$ cat src/core/pulser_pkg.sv
// shared constants and types for the pulser pattern controller
package pulser_pkg;
    ////////////////////////////////////////////////////////////////
    // clock and timing
    localparam longint unsigned CLK_HZ = 250_000_000;
    // internal clock at the fastest rate step
    localparam longint unsigned BASE_HZ = 40_000_000;
    localparam logic [31:0] NCO_INC = 32'((BASE_HZ << 32) / CLK_HZ);
    localparam int TRIG_HZ = 5000;
    localparam int TRIG_DIV = int'(BASE_HZ) / TRIG_HZ;
    localparam int DEBOUNCE_MS = 5;
    localparam int DEBOUNCE_CYC = int'(CLK_HZ / 1000) * DEBOUNCE_MS;
    // rate index of 5.0 MHz output and the 25 percent cycle cap
    localparam logic [2:0] PW_LIMIT_RATE = 3'h2;
    localparam logic [15:0] PW_MAX_CYC = 16'(TRIG_DIV / 8);
    localparam logic [2:0] RATE_LAST = 3'h5;
    ////////////////////////////////////////////////////////////////
    // register map
    localparam logic [7:0] MODE_OFF = 8'h00;
    localparam logic [7:0] BURST_OFF = 8'h04;
    localparam logic [7:0] STATUS_OFF = 8'h08;
    localparam int MODE_PAT_LSB = 0;
    localparam int MODE_RATE_LSB = 2;
    localparam int MODE_MON_LSB = 5;
    localparam int MODE_ARM_BIT = 7;
    localparam int MODE_INV_BIT = 8;
    localparam int MODE_EXT_BIT = 9;
    localparam logic [2:0] RATE_RST = 3'h0;
    localparam logic [1:0] MON_RST = 2'h0;
    localparam logic [15:0] BURST_RST = 16'h0008;
    localparam logic [1:0] RESP_OKAY = 2'h0;
    localparam logic [1:0] RESP_SLVERR = 2'h2;
    typedef enum logic [1:0] {
        PAT_PULSE = 2'b00,
        PAT_BURST = 2'b01,
        PAT_CW = 2'b10
    } pattern_type;
endpackage

$ cat src/core/burst_shaper.sv
// burst sequencer: four drive inputs from the internal clock ticks
`timescale 1ns/1ps
`default_nettype none
module burst_shaper #(
    parameter int LW = 16
) (
    input wire logic clk,
    input wire logic rst,
    input wire logic tick,
    input wire logic start,
    input wire logic cw,
    input wire logic invert,
    input wire logic [LW-1:0] cycles,
    output logic busy,
    output logic drv_a,
    output logic drv_b,
    output logic drv_c,
    output logic drv_d
);
    logic half_q;
    logic [LW:0] cnt_q;
    logic [LW:0] last_half;

    assign last_half = {cycles, 1'b0} - {{LW{1'b0}}, 1'b1};

    // a start during a running burst is ignored
    always_ff @(posedge clk or posedge rst) begin
        if (rst) begin
            busy <= 1'b0;
            half_q <= 1'b0;
            cnt_q <= '0;
        end else if (cw) begin
            busy <= 1'b1;
            cnt_q <= '0;
            if (tick) begin
                half_q <= !half_q;
            end
        end else if (!busy) begin
            if (start) begin
                busy <= 1'b1;
                half_q <= 1'b0;
                cnt_q <= '0;
            end
        end else if (tick) begin
            half_q <= !half_q;
            cnt_q <= cnt_q + 1'b1;
            if (cnt_q == last_half) begin
                busy <= 1'b0;
            end
        end
    end

    // idle holds the return-to-zero clamp on c and d
    always_ff @(posedge clk or posedge rst) begin
        if (rst) begin
            drv_a <= 1'b0;
            drv_b <= 1'b0;
            drv_c <= 1'b1;
            drv_d <= 1'b1;
        end else begin
            drv_a <= busy && (half_q == invert);
            drv_b <= busy && (half_q != invert);
            drv_c <= !busy;
            drv_d <= !busy;
        end
    end
endmodule
`default_nettype wire

$ cat src/core/button_filter.sv
// debounce for active-low push buttons, one pulse per press
`timescale 1ns/1ps
`default_nettype none
module button_filter #(
    parameter int WIDTH = 5,
    parameter int HOLD = 4
) (
    input wire logic clk,
    input wire logic rst,
    input wire logic [WIDTH-1:0] raw_n,
    output logic [WIDTH-1:0] press
);
    localparam int CW = $clog2(HOLD + 1);
    logic [CW-1:0] cnt_q [WIDTH];
    logic [WIDTH-1:0] level_q;

    // level must stay put for HOLD cycles before it counts
    always_ff @(posedge clk or posedge rst) begin
        if (rst) begin
            for (int i = 0; i < WIDTH; i++) begin
                cnt_q[i] <= '0;
            end
            level_q <= '0;
            press <= '0;
        end else begin
            for (int i = 0; i < WIDTH; i++) begin
                press[i] <= 1'b0;
                if (!raw_n[i] != level_q[i]) begin
                    if (cnt_q[i] == CW'(HOLD - 1)) begin
                        cnt_q[i] <= '0;
                        level_q[i] <= !raw_n[i];
                        press[i] <= !raw_n[i];
                    end else begin
                        cnt_q[i] <= cnt_q[i] + 1'b1;
                    end
                end else begin
                    cnt_q[i] <= '0;
                end
            end
        end
    end
endmodule
`default_nettype wire

$ cat src/core/pulser_ctrl.sv
// pulser demo controller: buttons, rate, trigger, drive and register bus
`timescale 1ns/1ps
`default_nettype none
// Contract
// - drive toggle at half internal clock
// - internal trigger 5000 Hz, external faster (internal is 5000 Hz at top rate only, scales with rate)
// - rate button steps 20 MHz to 0.625
// - pattern button changes waveform pattern
// - monitor button picks scope copy
// - enable button sets output enable (variant high only; variant low ties the enable line high)
// - red lamp lit while enable high
// - green lamp shows supply good
// - phase button inverts drive sequence
// - external trigger starts each burst
// - variant sense adapts enable handling
// - burst duty near 25 percent slow
// - lamps show current selection
module pulser_ctrl #(
    parameter int DEBOUNCE_CYCLES = pulser_pkg::DEBOUNCE_CYC,
    parameter int TRIG_TICKS = pulser_pkg::TRIG_DIV
) (
    // clock and reset
    input wire logic CLK,
    input wire logic RST,
    // axi write address and data
    input wire logic [7:0] AWADDR,
    input wire logic AWVALID,
    output logic AWREADY,
    input wire logic [31:0] WDATA,
    input wire logic [3:0] WSTRB,
    input wire logic WVALID,
    output logic WREADY,
    // axi write response
    output logic [1:0] BRESP,
    output logic BVALID,
    input wire logic BREADY,
    // axi read
    input wire logic [7:0] ARADDR,
    input wire logic ARVALID,
    output logic ARREADY,
    output logic [31:0] RDATA,
    output logic [1:0] RRESP,
    output logic RVALID,
    input wire logic RREADY,
    // buttons, active low
    input wire logic PATTERN_BUTTON_N,
    input wire logic RATE_BUTTON_N,
    input wire logic MONITOR_BUTTON_N,
    input wire logic ENABLE_BUTTON_N,
    input wire logic PHASE_BUTTON_N,
    // trigger and variant strap
    input wire logic EXTERNAL_SYNC_IN,
    input wire logic VARIANT_SENSE,
    // driver inputs
    output logic DRIVE_A,
    output logic DRIVE_B,
    output logic DRIVE_C,
    output logic DRIVE_D,
    output logic DRIVE_OE,
    output logic SCOPE_MONITOR_OUT,
    // lamps
    output logic CHOICE_LAMP_1,
    output logic CHOICE_LAMP_2,
    output logic CHOICE_LAMP_3,
    output logic ARMED_LAMP,
    output logic SUPPLY_GOOD_LAMP
);
    localparam int TW = $clog2(TRIG_TICKS + 1);

    function automatic logic mapped(input logic [7:0] a);
        return a == pulser_pkg::MODE_OFF || a == pulser_pkg::BURST_OFF
            || a == pulser_pkg::STATUS_OFF;
    endfunction

    function automatic logic [31:0] merge(input logic [31:0] old,
            input logic [31:0] nw, input logic [3:0] strb);
        logic [31:0] r;
        r = old;
        for (int i = 0; i < 4; i++) begin
            if (strb[i]) begin
                r[i*8 +: 8] = nw[i*8 +: 8];
            end
        end
        return r;
    endfunction

    ////////////////////////////////////////////////////////////////
    // buttons: 0 pattern, 1 rate, 2 monitor, 3 enable, 4 phase
    logic [4:0] press;
    button_filter #(.WIDTH(5), .HOLD(DEBOUNCE_CYCLES)) u_buttons (
        .clk(CLK),
        .rst(RST),
        .raw_n({PHASE_BUTTON_N, ENABLE_BUTTON_N, MONITOR_BUTTON_N,
            RATE_BUTTON_N, PATTERN_BUTTON_N}),
        .press(press)
    );

    ////////////////////////////////////////////////////////////////
    // axi-lite write channel
    logic awready_q, wready_q, bvalid_q;
    logic [1:0] bresp_q;
    logic [7:0] awaddr_q;
    logic [31:0] wdata_q;
    logic [3:0] wstrb_q;
    logic do_wr, wr_mode, wr_burst, b_done;

    assign do_wr = !awready_q && !wready_q && !bvalid_q;
    assign wr_mode = do_wr && awaddr_q == pulser_pkg::MODE_OFF;
    assign wr_burst = do_wr && awaddr_q == pulser_pkg::BURST_OFF;
    assign b_done = bvalid_q && BREADY;

    always_ff @(posedge CLK or posedge RST) begin
        if (RST) begin
            awready_q <= 1'b1;
            awaddr_q <= 8'h00;
        end else if (AWVALID && awready_q) begin
            awready_q <= 1'b0;
            awaddr_q <= AWADDR;
        end else if (b_done) begin
            awready_q <= 1'b1;
        end
    end

    always_ff @(posedge CLK or posedge RST) begin
        if (RST) begin
            wready_q <= 1'b1;
            wdata_q <= 32'h0000_0000;
            wstrb_q <= 4'h0;
        end else if (WVALID && wready_q) begin
            wready_q <= 1'b0;
            wdata_q <= WDATA;
            wstrb_q <= WSTRB;
        end else if (b_done) begin
            wready_q <= 1'b1;
        end
    end

    // writes to the status word are accepted and dropped
    always_ff @(posedge CLK or posedge RST) begin
        if (RST) begin
            bvalid_q <= 1'b0;
            bresp_q <= pulser_pkg::RESP_OKAY;
        end else if (do_wr) begin
            bvalid_q <= 1'b1;
            bresp_q <= mapped(awaddr_q) ? pulser_pkg::RESP_OKAY
                : pulser_pkg::RESP_SLVERR;
        end else if (b_done) begin
            bvalid_q <= 1'b0;
        end
    end

    ////////////////////////////////////////////////////////////////
    // selections; a bus write wins over a press in the same cycle
    pulser_pkg::pattern_type pat_q;
    logic [2:0] rate_q;
    logic [1:0] mon_q;
    logic armed_q, invert_q, ext_en_q;
    logic [15:0] burst_q;
    logic [31:0] mode_rd, mode_new, burst_new;

    assign mode_rd = {22'h000000, ext_en_q, invert_q, armed_q, mon_q, rate_q, pat_q};
    assign mode_new = merge(mode_rd, wdata_q, wstrb_q);
    assign burst_new = merge({16'h0000, burst_q}, wdata_q, wstrb_q);

    always_ff @(posedge CLK or posedge RST) begin
        if (RST) begin
            pat_q <= pulser_pkg::PAT_PULSE;
        end else if (wr_mode) begin
            unique case (mode_new[pulser_pkg::MODE_PAT_LSB +: 2])
                2'h1: pat_q <= pulser_pkg::PAT_BURST;
                2'h2: pat_q <= pulser_pkg::PAT_CW;
                default: pat_q <= pulser_pkg::PAT_PULSE;
            endcase
        end else if (press[0]) begin
            unique case (pat_q)
                pulser_pkg::PAT_PULSE: pat_q <= pulser_pkg::PAT_BURST;
                pulser_pkg::PAT_BURST: pat_q <= pulser_pkg::PAT_CW;
                default: pat_q <= pulser_pkg::PAT_PULSE;
            endcase
        end
    end

    always_ff @(posedge CLK or posedge RST) begin
        if (RST) begin
            rate_q <= pulser_pkg::RATE_RST;
        end else if (wr_mode) begin
            rate_q <= (mode_new[pulser_pkg::MODE_RATE_LSB +: 3] > pulser_pkg::RATE_LAST)
                ? 3'h0 : mode_new[pulser_pkg::MODE_RATE_LSB +: 3];
        end else if (press[1]) begin
            rate_q <= (rate_q == pulser_pkg::RATE_LAST) ? 3'h0 : 3'(rate_q + 3'h1);
        end
    end

    always_ff @(posedge CLK or posedge RST) begin
        if (RST) begin
            mon_q <= pulser_pkg::MON_RST;
            armed_q <= 1'b0;
            invert_q <= 1'b0;
            ext_en_q <= 1'b0;
        end else if (wr_mode) begin
            mon_q <= mode_new[pulser_pkg::MODE_MON_LSB +: 2];
            armed_q <= mode_new[pulser_pkg::MODE_ARM_BIT];
            invert_q <= mode_new[pulser_pkg::MODE_INV_BIT];
            ext_en_q <= mode_new[pulser_pkg::MODE_EXT_BIT];
        end else begin
            mon_q <= mon_q + {1'b0, press[2]};
            armed_q <= armed_q ^ press[3];
            invert_q <= invert_q ^ press[4];
        end
    end

    always_ff @(posedge CLK or posedge RST) begin
        if (RST) begin
            burst_q <= pulser_pkg::BURST_RST;
        end else if (wr_burst) begin
            burst_q <= burst_new[15:0];
        end
    end

    ////////////////////////////////////////////////////////////////
    // internal clock: phase accumulator, halved per rate step
    logic [31:0] acc_q;
    logic tick_q;
    logic [32:0] acc_sum;

    assign acc_sum = {1'b0, acc_q} + {1'b0, pulser_pkg::NCO_INC >> rate_q};

    // one drive half-cycle per internal clock tick
    always_ff @(posedge CLK or posedge RST) begin
        if (RST) begin
            acc_q <= 32'h0000_0000;
            tick_q <= 1'b0;
        end else begin
            acc_q <= acc_sum[31:0];
            tick_q <= acc_sum[32];
        end
    end

    ////////////////////////////////////////////////////////////////
    // burst trigger
    logic [TW-1:0] trig_cnt_q;
    logic [15:0] trig_count_q;
    logic ext_prev_q, ext_fire, int_fire, trig_fire;

    // external edge starts a burst and restarts the count
    assign ext_fire = ext_en_q && EXTERNAL_SYNC_IN && !ext_prev_q;
    // internal repeat counts internal ticks, so it scales with rate
    assign int_fire = tick_q && trig_cnt_q == TW'(TRIG_TICKS - 1);
    assign trig_fire = ext_fire || int_fire;

    always_ff @(posedge CLK or posedge RST) begin
        if (RST) begin
            ext_prev_q <= 1'b0;
            trig_cnt_q <= '0;
            trig_count_q <= 16'h0000;
        end else begin
            ext_prev_q <= EXTERNAL_SYNC_IN;
            if (trig_fire) begin
                trig_cnt_q <= '0;
                trig_count_q <= trig_count_q + 16'h0001;
            end else if (tick_q) begin
                trig_cnt_q <= trig_cnt_q + 1'b1;
            end
        end
    end

    ////////////////////////////////////////////////////////////////
    // burst length per pattern
    logic [15:0] len_eff;
    logic busy;
    logic sh_a, sh_b, sh_c, sh_d;

    // slow bursts capped to a quarter of the trigger period
    always_comb begin
        unique case (pat_q)
            pulser_pkg::PAT_BURST: begin
                if (rate_q >= pulser_pkg::PW_LIMIT_RATE && burst_q > pulser_pkg::PW_MAX_CYC) begin
                    len_eff = pulser_pkg::PW_MAX_CYC;
                end else begin
                    len_eff = (burst_q == 16'h0000) ? 16'h0001 : burst_q;
                end
            end
            default: len_eff = 16'h0001;
        endcase
    end

    burst_shaper #(.LW(16)) u_shaper (
        .clk(CLK),
        .rst(RST),
        .tick(tick_q),
        .start(trig_fire),
        .cw(pat_q == pulser_pkg::PAT_CW),
        .invert(invert_q),
        .cycles(len_eff),
        .busy(busy),
        .drv_a(sh_a),
        .drv_b(sh_b),
        .drv_c(sh_c),
        .drv_d(sh_d)
    );

    ////////////////////////////////////////////////////////////////
    // driver pins and lamps
    logic a_q, b_q, c_q, d_q, oe_q, scope_q, lamp_arm_q, supply_q;
    logic [2:0] lamps_q;
    logic [3:0] drv_vec;

    // a concatenation cannot be indexed directly, so name the vector first
    assign drv_vec = {d_q, c_q, b_q, a_q};

    // variant high parks on enable low; variant low has no enable
    // so its inputs are parked with the clamp held instead
    always_ff @(posedge CLK or posedge RST) begin
        if (RST) begin
            {a_q, b_q, c_q, d_q} <= 4'h0;
            oe_q <= 1'b0;
            lamp_arm_q <= 1'b0;
        end else begin
            if (armed_q) begin
                {a_q, b_q, c_q, d_q} <= {sh_a, sh_b, sh_c, sh_d};
            end else begin
                {a_q, b_q} <= 2'h0;
                {c_q, d_q} <= VARIANT_SENSE ? 2'h0 : 2'h3;
            end
            // enable line follows the armed state when variant is high, tied high when variant is low
            oe_q <= VARIANT_SENSE ? armed_q : 1'b1;
            // red lamp mirrors the enable line
            lamp_arm_q <= VARIANT_SENSE ? armed_q : 1'b1;
        end
    end

    always_ff @(posedge CLK or posedge RST) begin
        if (RST) begin
            scope_q <= 1'b0;
            lamps_q <= 3'h0;
            supply_q <= 1'b0;
        end else begin
            scope_q <= drv_vec[mon_q];
            lamps_q <= {pat_q == pulser_pkg::PAT_CW, pat_q == pulser_pkg::PAT_BURST,
                pat_q == pulser_pkg::PAT_PULSE};
            supply_q <= 1'b1;
        end
    end

    ////////////////////////////////////////////////////////////////
    // axi-lite read channel, answer one cycle after address
    logic arready_q, rvalid_q;
    logic [31:0] rdata_q;
    logic [1:0] rresp_q;

    always_ff @(posedge CLK or posedge RST) begin
        if (RST) begin
            arready_q <= 1'b1;
            rvalid_q <= 1'b0;
            rdata_q <= 32'h0000_0000;
            rresp_q <= pulser_pkg::RESP_OKAY;
        end else if (ARVALID && arready_q) begin
            arready_q <= 1'b0;
            rvalid_q <= 1'b1;
            rresp_q <= mapped(ARADDR) ? pulser_pkg::RESP_OKAY : pulser_pkg::RESP_SLVERR;
            unique case (ARADDR)
                pulser_pkg::MODE_OFF: rdata_q <= mode_rd;
                pulser_pkg::BURST_OFF: rdata_q <= {16'h0000, burst_q};
                pulser_pkg::STATUS_OFF: rdata_q <= {trig_count_q, 13'h0000,
                    oe_q, busy, VARIANT_SENSE};
                default: rdata_q <= 32'h0000_0000;
            endcase
        end else if (rvalid_q && RREADY) begin
            rvalid_q <= 1'b0;
            arready_q <= 1'b1;
        end
    end

    assign AWREADY = awready_q;
    assign WREADY = wready_q;
    assign BVALID = bvalid_q;
    assign BRESP = bresp_q;
    assign ARREADY = arready_q;
    assign RVALID = rvalid_q;
    assign RDATA = rdata_q;
    assign RRESP = rresp_q;
    assign {DRIVE_A, DRIVE_B, DRIVE_C, DRIVE_D} = {a_q, b_q, c_q, d_q};
    assign DRIVE_OE = oe_q;
    assign SCOPE_MONITOR_OUT = scope_q;
    assign {CHOICE_LAMP_3, CHOICE_LAMP_2, CHOICE_LAMP_1} = lamps_q;
    assign ARMED_LAMP = lamp_arm_q;
    assign SUPPLY_GOOD_LAMP = supply_q;

    ////////////////////////////////////////////////////////////////
    // checks
    a_tick_rate: assert property (
        @(posedge CLK) disable iff (RST)
        (rate_q == 3'h0 && tick_q) |-> ##[1:7] (tick_q || rate_q != 3'h0))
        else $error("internal clock tick gap too long at top rate");
    a_int_period: assert property (
        @(posedge CLK) disable iff (RST)
        int_fire |=> trig_cnt_q == '0 && trig_count_q == 16'($past(trig_count_q) + 16'h1))
        else $error("internal trigger did not restart its count");
    a_rate_wrap: assert property (
        @(posedge CLK) disable iff (RST)
        (press[1] && !wr_mode) |=> rate_q == (($past(rate_q) == pulser_pkg::RATE_LAST)
            ? 3'h0 : 3'($past(rate_q) + 3'h1)))
        else $error("rate did not step or wrap");
    a_pattern_step: assert property (
        @(posedge CLK) disable iff (RST)
        (press[0] && !wr_mode) |=> pat_q != $past(pat_q))
        else $error("pattern did not change on press");
    a_monitor_copy: assert property (
        @(posedge CLK) disable iff (RST)
        (mon_q == 2'h1 && $past(mon_q) == 2'h1) |-> scope_q == $past(b_q))
        else $error("scope output is not the selected input");
    a_oe_level: assert property (
        @(posedge CLK) disable iff (RST)
        (VARIANT_SENSE && !armed_q) |=> !oe_q)
        else $error("enable line high while disarmed");
    a_lamp_oe: assert property (
        @(posedge CLK) disable iff (RST)
        lamp_arm_q == oe_q)
        else $error("red lamp disagrees with enable line");
    a_supply_lamp: assert property (
        @(posedge CLK) disable iff (RST)
        1'b1 |=> supply_q)
        else $error("supply lamp dark");
    a_phase_flip: assert property (
        @(posedge CLK) disable iff (RST)
        (press[4] && !wr_mode) |=> invert_q != $past(invert_q))
        else $error("phase did not change on press");
    a_ext_start: assert property (
        @(posedge CLK) disable iff (RST)
        (ext_en_q && EXTERNAL_SYNC_IN && !ext_prev_q && !busy && pat_q != pulser_pkg::PAT_CW)
            |=> busy)
        else $error("external trigger did not start a burst");
    a_disarm_quiet: assert property (
        @(posedge CLK) disable iff (RST)
        !armed_q |=> !a_q && !b_q)
        else $error("drive active while disarmed");
    a_duty_cap: assert property (
        @(posedge CLK) disable iff (RST)
        (pat_q == pulser_pkg::PAT_BURST && rate_q >= pulser_pkg::PW_LIMIT_RATE)
            |-> len_eff <= pulser_pkg::PW_MAX_CYC)
        else $error("slow burst exceeds quarter duty");
    a_press_once: assert property (
        @(posedge CLK) disable iff (RST)
        press[0] |=> !press[0])
        else $error("one press gave two steps");
endmodule
`default_nettype wire

$ cat config.mk
export PLATFORM = sky130hd
export DESIGN_NAME = pulser_ctrl
export DESIGN_NICKNAME = d
export VERILOG_FILES = /design/src/core/pulser_pkg.sv /design/src/core/burst_shaper.sv /design/src/core/button_filter.sv /design/src/core/pulser_ctrl.sv
export SDC_FILE = /design/constraint.sdc
export NUM_CORES = 1
export LEC_CHECK = 0
export ABC_AREA = 1
export BUFFER_PORTS_ARGS = -buffer_cell sky130_fd_sc_hd__buf_4
export CAP_MARGIN = 20
export CORE_MARGIN = 2
export CORE_UTILIZATION = 60
export DETAILED_ROUTE_END_ITERATION = 10
export PLACE_DENSITY_LB_ADDON = 0.15
export SLEW_MARGIN = 15
export SYNTH_ARGS = -nofsm -noshare
export SYNTH_HDL_FRONTEND = slang
export SYNTH_SLANG_ARGS = --single-unit
$ cat constraint.sdc
create_clock -name CLK -period 10.15 [get_ports CLK]
set_input_delay 0 -clock CLK [delete_from_list [all_inputs] [get_ports CLK]]
set_output_delay 0 -clock CLK [all_outputs]
set_load 0.1 [all_outputs]
* Word level (Yosys, flattened, before mapping) *
Cells that the tools add are included.

storage, ports and cells
  word-level logic and storage cells = 217
  bits of input ports = 66
  bits in registers = 303

operators by class
  multiplexer cells = 71
  shift-type cells = 1
  equal/unequal tests = 26
  bitwise gates (word level) = 2
  reduce and logical (&&, ||, !) cells = 52
  $lt $le $gt $ge = 4
  $add $sub $neg = 12

operator list
  cell                   number
  $mux 21                10
  $add 21x1->21 const B  5
  $eq 21x21->1 const B   5
  $pmux 32 s3            1
  $mux 17                4
  $mux 16                3
  $mux 1                 37
  $add 32x32->33         1
  $shr 30x3->32 const A  1
  $mux 13                2
  $reduce_and 2->1       9
  $add 17x1->17 const B  1
  $eq 17x17->1           1
  $sub 17x1->17 const B  1
  $add 16x1->16 const B  1
  $eq 8x3->1 const B     2
  $eq 8x4->1 const B     2
  $gt 16x10->1 const B   1
  $logic_not 16->1       1
  $logic_not 8->1        2
  $logic_and 1x1->1      15
  $reduce_bool 2->1      7
  $add 13x1->13 const B  1
  $eq 13x13->1 const B   1
  22 further kinds       54

* Depth between registers and ports, before layout *
  word-level depth = 10
  depth in mapped cells = 22

* By module *
From an unflattened synthesis, not the netlist that was laid out.

unflattened totals
  cell total of the unflattened synthesis = 2,393
  area, all modules = 17,566.8 um^2

by module, submodules not included
  module         instances  area each (um^2)  cells each  sequential area each (um^2)
  pulser_ctrl    1          9,416.5           1,273       4,108.9
  button_filter  1          6,269.8           817         2,877.8
  burst_shaper   1          1,880.6           303         551.8

* Worst setup path after synthesis *
OpenSTA, ideal clock, no wires.

  kind = register to register
  start point = reg rate_q[0]
  end point = reg acc_q[22]
  data required time = 10,019 ps
  buffers on the path = 1
  cell stages (with the launch flop) = 20
  arrival time = 2,624 ps
  path slack = 7,395 ps
  period minus slack after synthesis = 2,755 ps
  cells stage by stage = dfrtp_1 clkbuf_1 nand2_1 ha_1 inv_1 ha_1 fa_1 nand3_1 nand2_1 nand3_1 nand2_1 nand3_1 nand2_1 a21oi_1 inv_1 nand2_1 nand2_1 a21oi_1 o21ai_0 xor2_1

between the ends
  cells in the longest elaborated chain, start to end = 2

ends and longest elaborated chain
  item                      line                source
  start: declaration        pulser_ctrl.sv:155  logic [2:0] rate_q;
  start signal: assignment  pulser_ctrl.sv:185  rate_q <= pulser_pkg::RATE_RST;
  start signal: assignment  pulser_ctrl.sv:187  rate_q <= (mode_new[pulser_pkg::MODE_RATE_LSB +: 3] > pulser_pkg::RATE_LAST)
  start signal: assignment  pulser_ctrl.sv:190  rate_q <= (rate_q == pulser_pkg::RATE_LAST) ? 3'h0 : 3'(rate_q + 3'h1);
  $shr 30x3->32             pulser_ctrl.sv:226  assign acc_sum = {1'b0, acc_q} + {1'b0, pulser_pkg::NCO_INC >> rate_q};
  $add 32x32->33            pulser_ctrl.sv:226
  named net acc_sum[22]     pulser_ctrl.sv:224  logic [32:0] acc_sum;
  end signal: assignment    pulser_ctrl.sv:234  acc_q <= acc_sum[31:0];
  end: declaration          pulser_ctrl.sv:222  logic [31:0] acc_q;

The timed path passes the listed nets, and every way through them passes these cells.
A chain may end at the register's enable or synchronous reset.

* Worst setup path in the final report *
  start point = reg rate_q[2]
  end point = reg acc_q[23]

The elaborated chain is that of the path after synthesis.

==> run metrics <==
# IOs 118; worst ir drop on vdd 296 µV; Tcrit/Tclk final 35.8%; Post-synth EDFFs 0; Via density 5.47; placed insts 2278; CP Launch Type flip-flop; pre-CTS WS 6550 ps; Comb pwr share 40.0%; GRT Resource Usage Total 25.7%; Worst Clk Skew 14.9 ps; Hold Crit Start WVALID; Starting Density 61.0%; Routed Antenna Nets 0; share of layout cells above drive strength 1 13.9%; area share of the largest cell type after synthesis 46.4%; cts repair resizes 0; HP Class in2reg; synthesized area 15900 µm²; kind of critical path reg2reg; Ys Warns 0; CTS max path bufs 3; critical path endpoint category flip-flop; Cells after Synth 1876; flop2flop setup slack 6520 ps; initial drt markers 1046; Die Y 167 µm; TNS Setup 0 ps; DRT Pass-1 Iters 5; # nets final 2126; residual DRC count 0; Post-Route WL 35000 µm; ranking of synthesized cells by area dfrtp_1 (46%), nand2_1 (7.6%), inv_1 (5.7%); r2r worst-path depth 14; Die Span X 167 µm; htree depth 2; area grow syn2layout 15.5%; Antenna diodes 0; Net Switching 1.84 mW; post-layout minimum cycle time 3630 ps; CP Data Required Time 10520 ps; area leader, netlist dfrtp_1; Worst R2R End acc_q[23]; Reg2Reg Launch Point rate_q[2]; clock slew at reported path FFs 60 ps; Worst Tran Pin Value 1050 ps; clk_lat worst skew 510 ps; status completed; LEAKAGE 8.82 nW; final setup margin 6520 ps; Slew Viols, Final 0; # setup viols final 0; sw frac 40.3%; Synth cell types 68; Core ar. 26100 µm²; Crit Path Max Fanout 12; vias in the first global route 12500; WL per Instance 14.8 µm; most frequent cells in the layout nand2_1 (322), dfrtp_1 (295), inv_1 (241); sequential area share after synthesis 47.3%; Hold Path Sink WREADY; Cell Count, Final, Fillers Out 2375; Final Util 70.4%; Max Cap Viol 0; RSZ-0062 raised after global routing no; Most used DFF post-synth dfrtp_1; antenna violations before repair 0; vias after detailed routing 13000; Mapped Avg Cell Area 8.47 µm²; most common cell after layout, fill and taps aside nand2_1; clock buffers created by TritonCTS 34; Slew headroom 29.6%; first-pass GRT wire length 59500 µm; hpwl dp 25300 µm; GP Congestion 0.914; #FFs+latches synth 300; CTS root buf clkbuf_16; Rows 59; Finished Cell Area 18400 µm²; Fmax 275 MHz; hold path depth 5; port bufs 97; Synth async-reset ratio 100%; Power per Cell Area 249 nW/µm²; grt total ovfl 0; Pint 2.73 mW; CTS sink cnt 300; CTS tree yes; clock network fraction of design power 25.3%; Seq pwr share 34.7%; CP arrival 4000 ps; placed cell areas 16900 µm²; largest net degree at the start of global routing 146; final hold vios 0; die area 27800 µm²
## layer usage
| metal | up-vias | share of wire, % | global-route usage [%] |
|---|---|---|---|
| met5 | - | 0 | 0 |
| met4 | 0 | 2.1 | 6.52 |
| met3 | 61 | 5.1 | 3.73 |
| met2 | 309 | 46 | 41.9 |
| met1 | 6161 | 46 | 36.5 |
| li1 | 6454 | - | - |
## logic make-up after synthesis
logic type	synth area share [%]
other	0.0472
adder cells (fa/ha/maj)	3.43
multiplexers	0.425
XOR/XNOR	4.72
buffers and inverters	7.36
flip-flops	47.3
AO/OA/AOI/OAI	10.4
AND/OR/NAND/NOR	26.3
## stage by stage
step	hold WS [ps]	total power, mW
5_1_grt	87.3	4.89
6_report	37.5	4.58
3_3_place_gp	122	3.35
4_1_cts	25.1	4.58
3_5_place_dp	121	3.40
2_1_floorplan	31.4	3.01
## timing repair
| action | in CTS | in global routing |
|---|---|---|
| hold buffers | 37 | 0 |
| hold endpoints to repair | 207 | 0 |
| setup buffers | 0 | 0 |
## cell type report
class                      count  area (µm²)
clock inverter                13        96.3
multi-input combinational   1276        7220
timing repair buffer         139        1160
fill                        2037        7700
sequential                   300        7510
inverter                     266        1010
clock buffer                  46         947
tap                          335         419
## worst max-delay path by stage
stage / to / cells past startpoint / slack (ps) / start
CTS: acc_q[23] / 14 / 6530 / rate_q[2]
global placement: acc_q[23] / 14 / 6660 / rate_q[2]
detailed placement: acc_q[23] / 14 / 6550 / rate_q[2]
floorplan: ARMED_LAMP / 1 / 1870 / RST
finish: acc_q[23] / 14 / 6520 / rate_q[2]
global route: acc_q[23] / 14 / 6250 / rate_q[2]
## power groups by stage
stage               registers (mW)  logic (mW)  clock network, mW
detailed placement            1.60        1.80                  0
global route                  1.61        2.05               1.23
global placement              1.60        1.75                  0
CTS                           1.59        1.82               1.18
finish                        1.59        1.83               1.16
floorplan                     1.70        1.31                  0
## registers in the layout, summed over array words and instances (netlist names), 3 cells and up
signal             count
acc_q                 32
rate_q                 3
u_buttons.press        5
lamps_q                3
burst_q               16
wdata_q               16
trig_count_q          16
u_buttons.level_q      5
trig_cnt_q            13
awaddr_q               8
u_buttons.cnt_q      105
u_shaper.cnt_q        17
RDATA                 32
## critical path, stage by stage (launching register included)
cell	delay, ps
dfrtp_1	570
nor2_1	170
inv_2	160
nand2_1	90
nor2_1	370
ha_1	380
a21oi_1	210
o21ai_1	70
a21oi_1	300
o21bai_2	150
a21oi_1	290
o21bai_2	150
a21oi_1	280
o21bai_1	160
xor2_1	160
## Yosys cell counts (all sizes together), types with 6 or more instances
master	instances
o21bai	10
ha	42
nor3b	23
nor2	240
buf	11
nand3	113
o21ai	82
nand4	25
clkbuf	24
and3	7
mux2	6
xor2	55
o21a	13
o31ai	12
nand2	333
xnor2	28
a21oi	114
a31oi	16
nor3	70
o22ai	9
inv	261
dfrtp	295
nor4	35
Note: power is estimated with default switching activity, not from simulation.
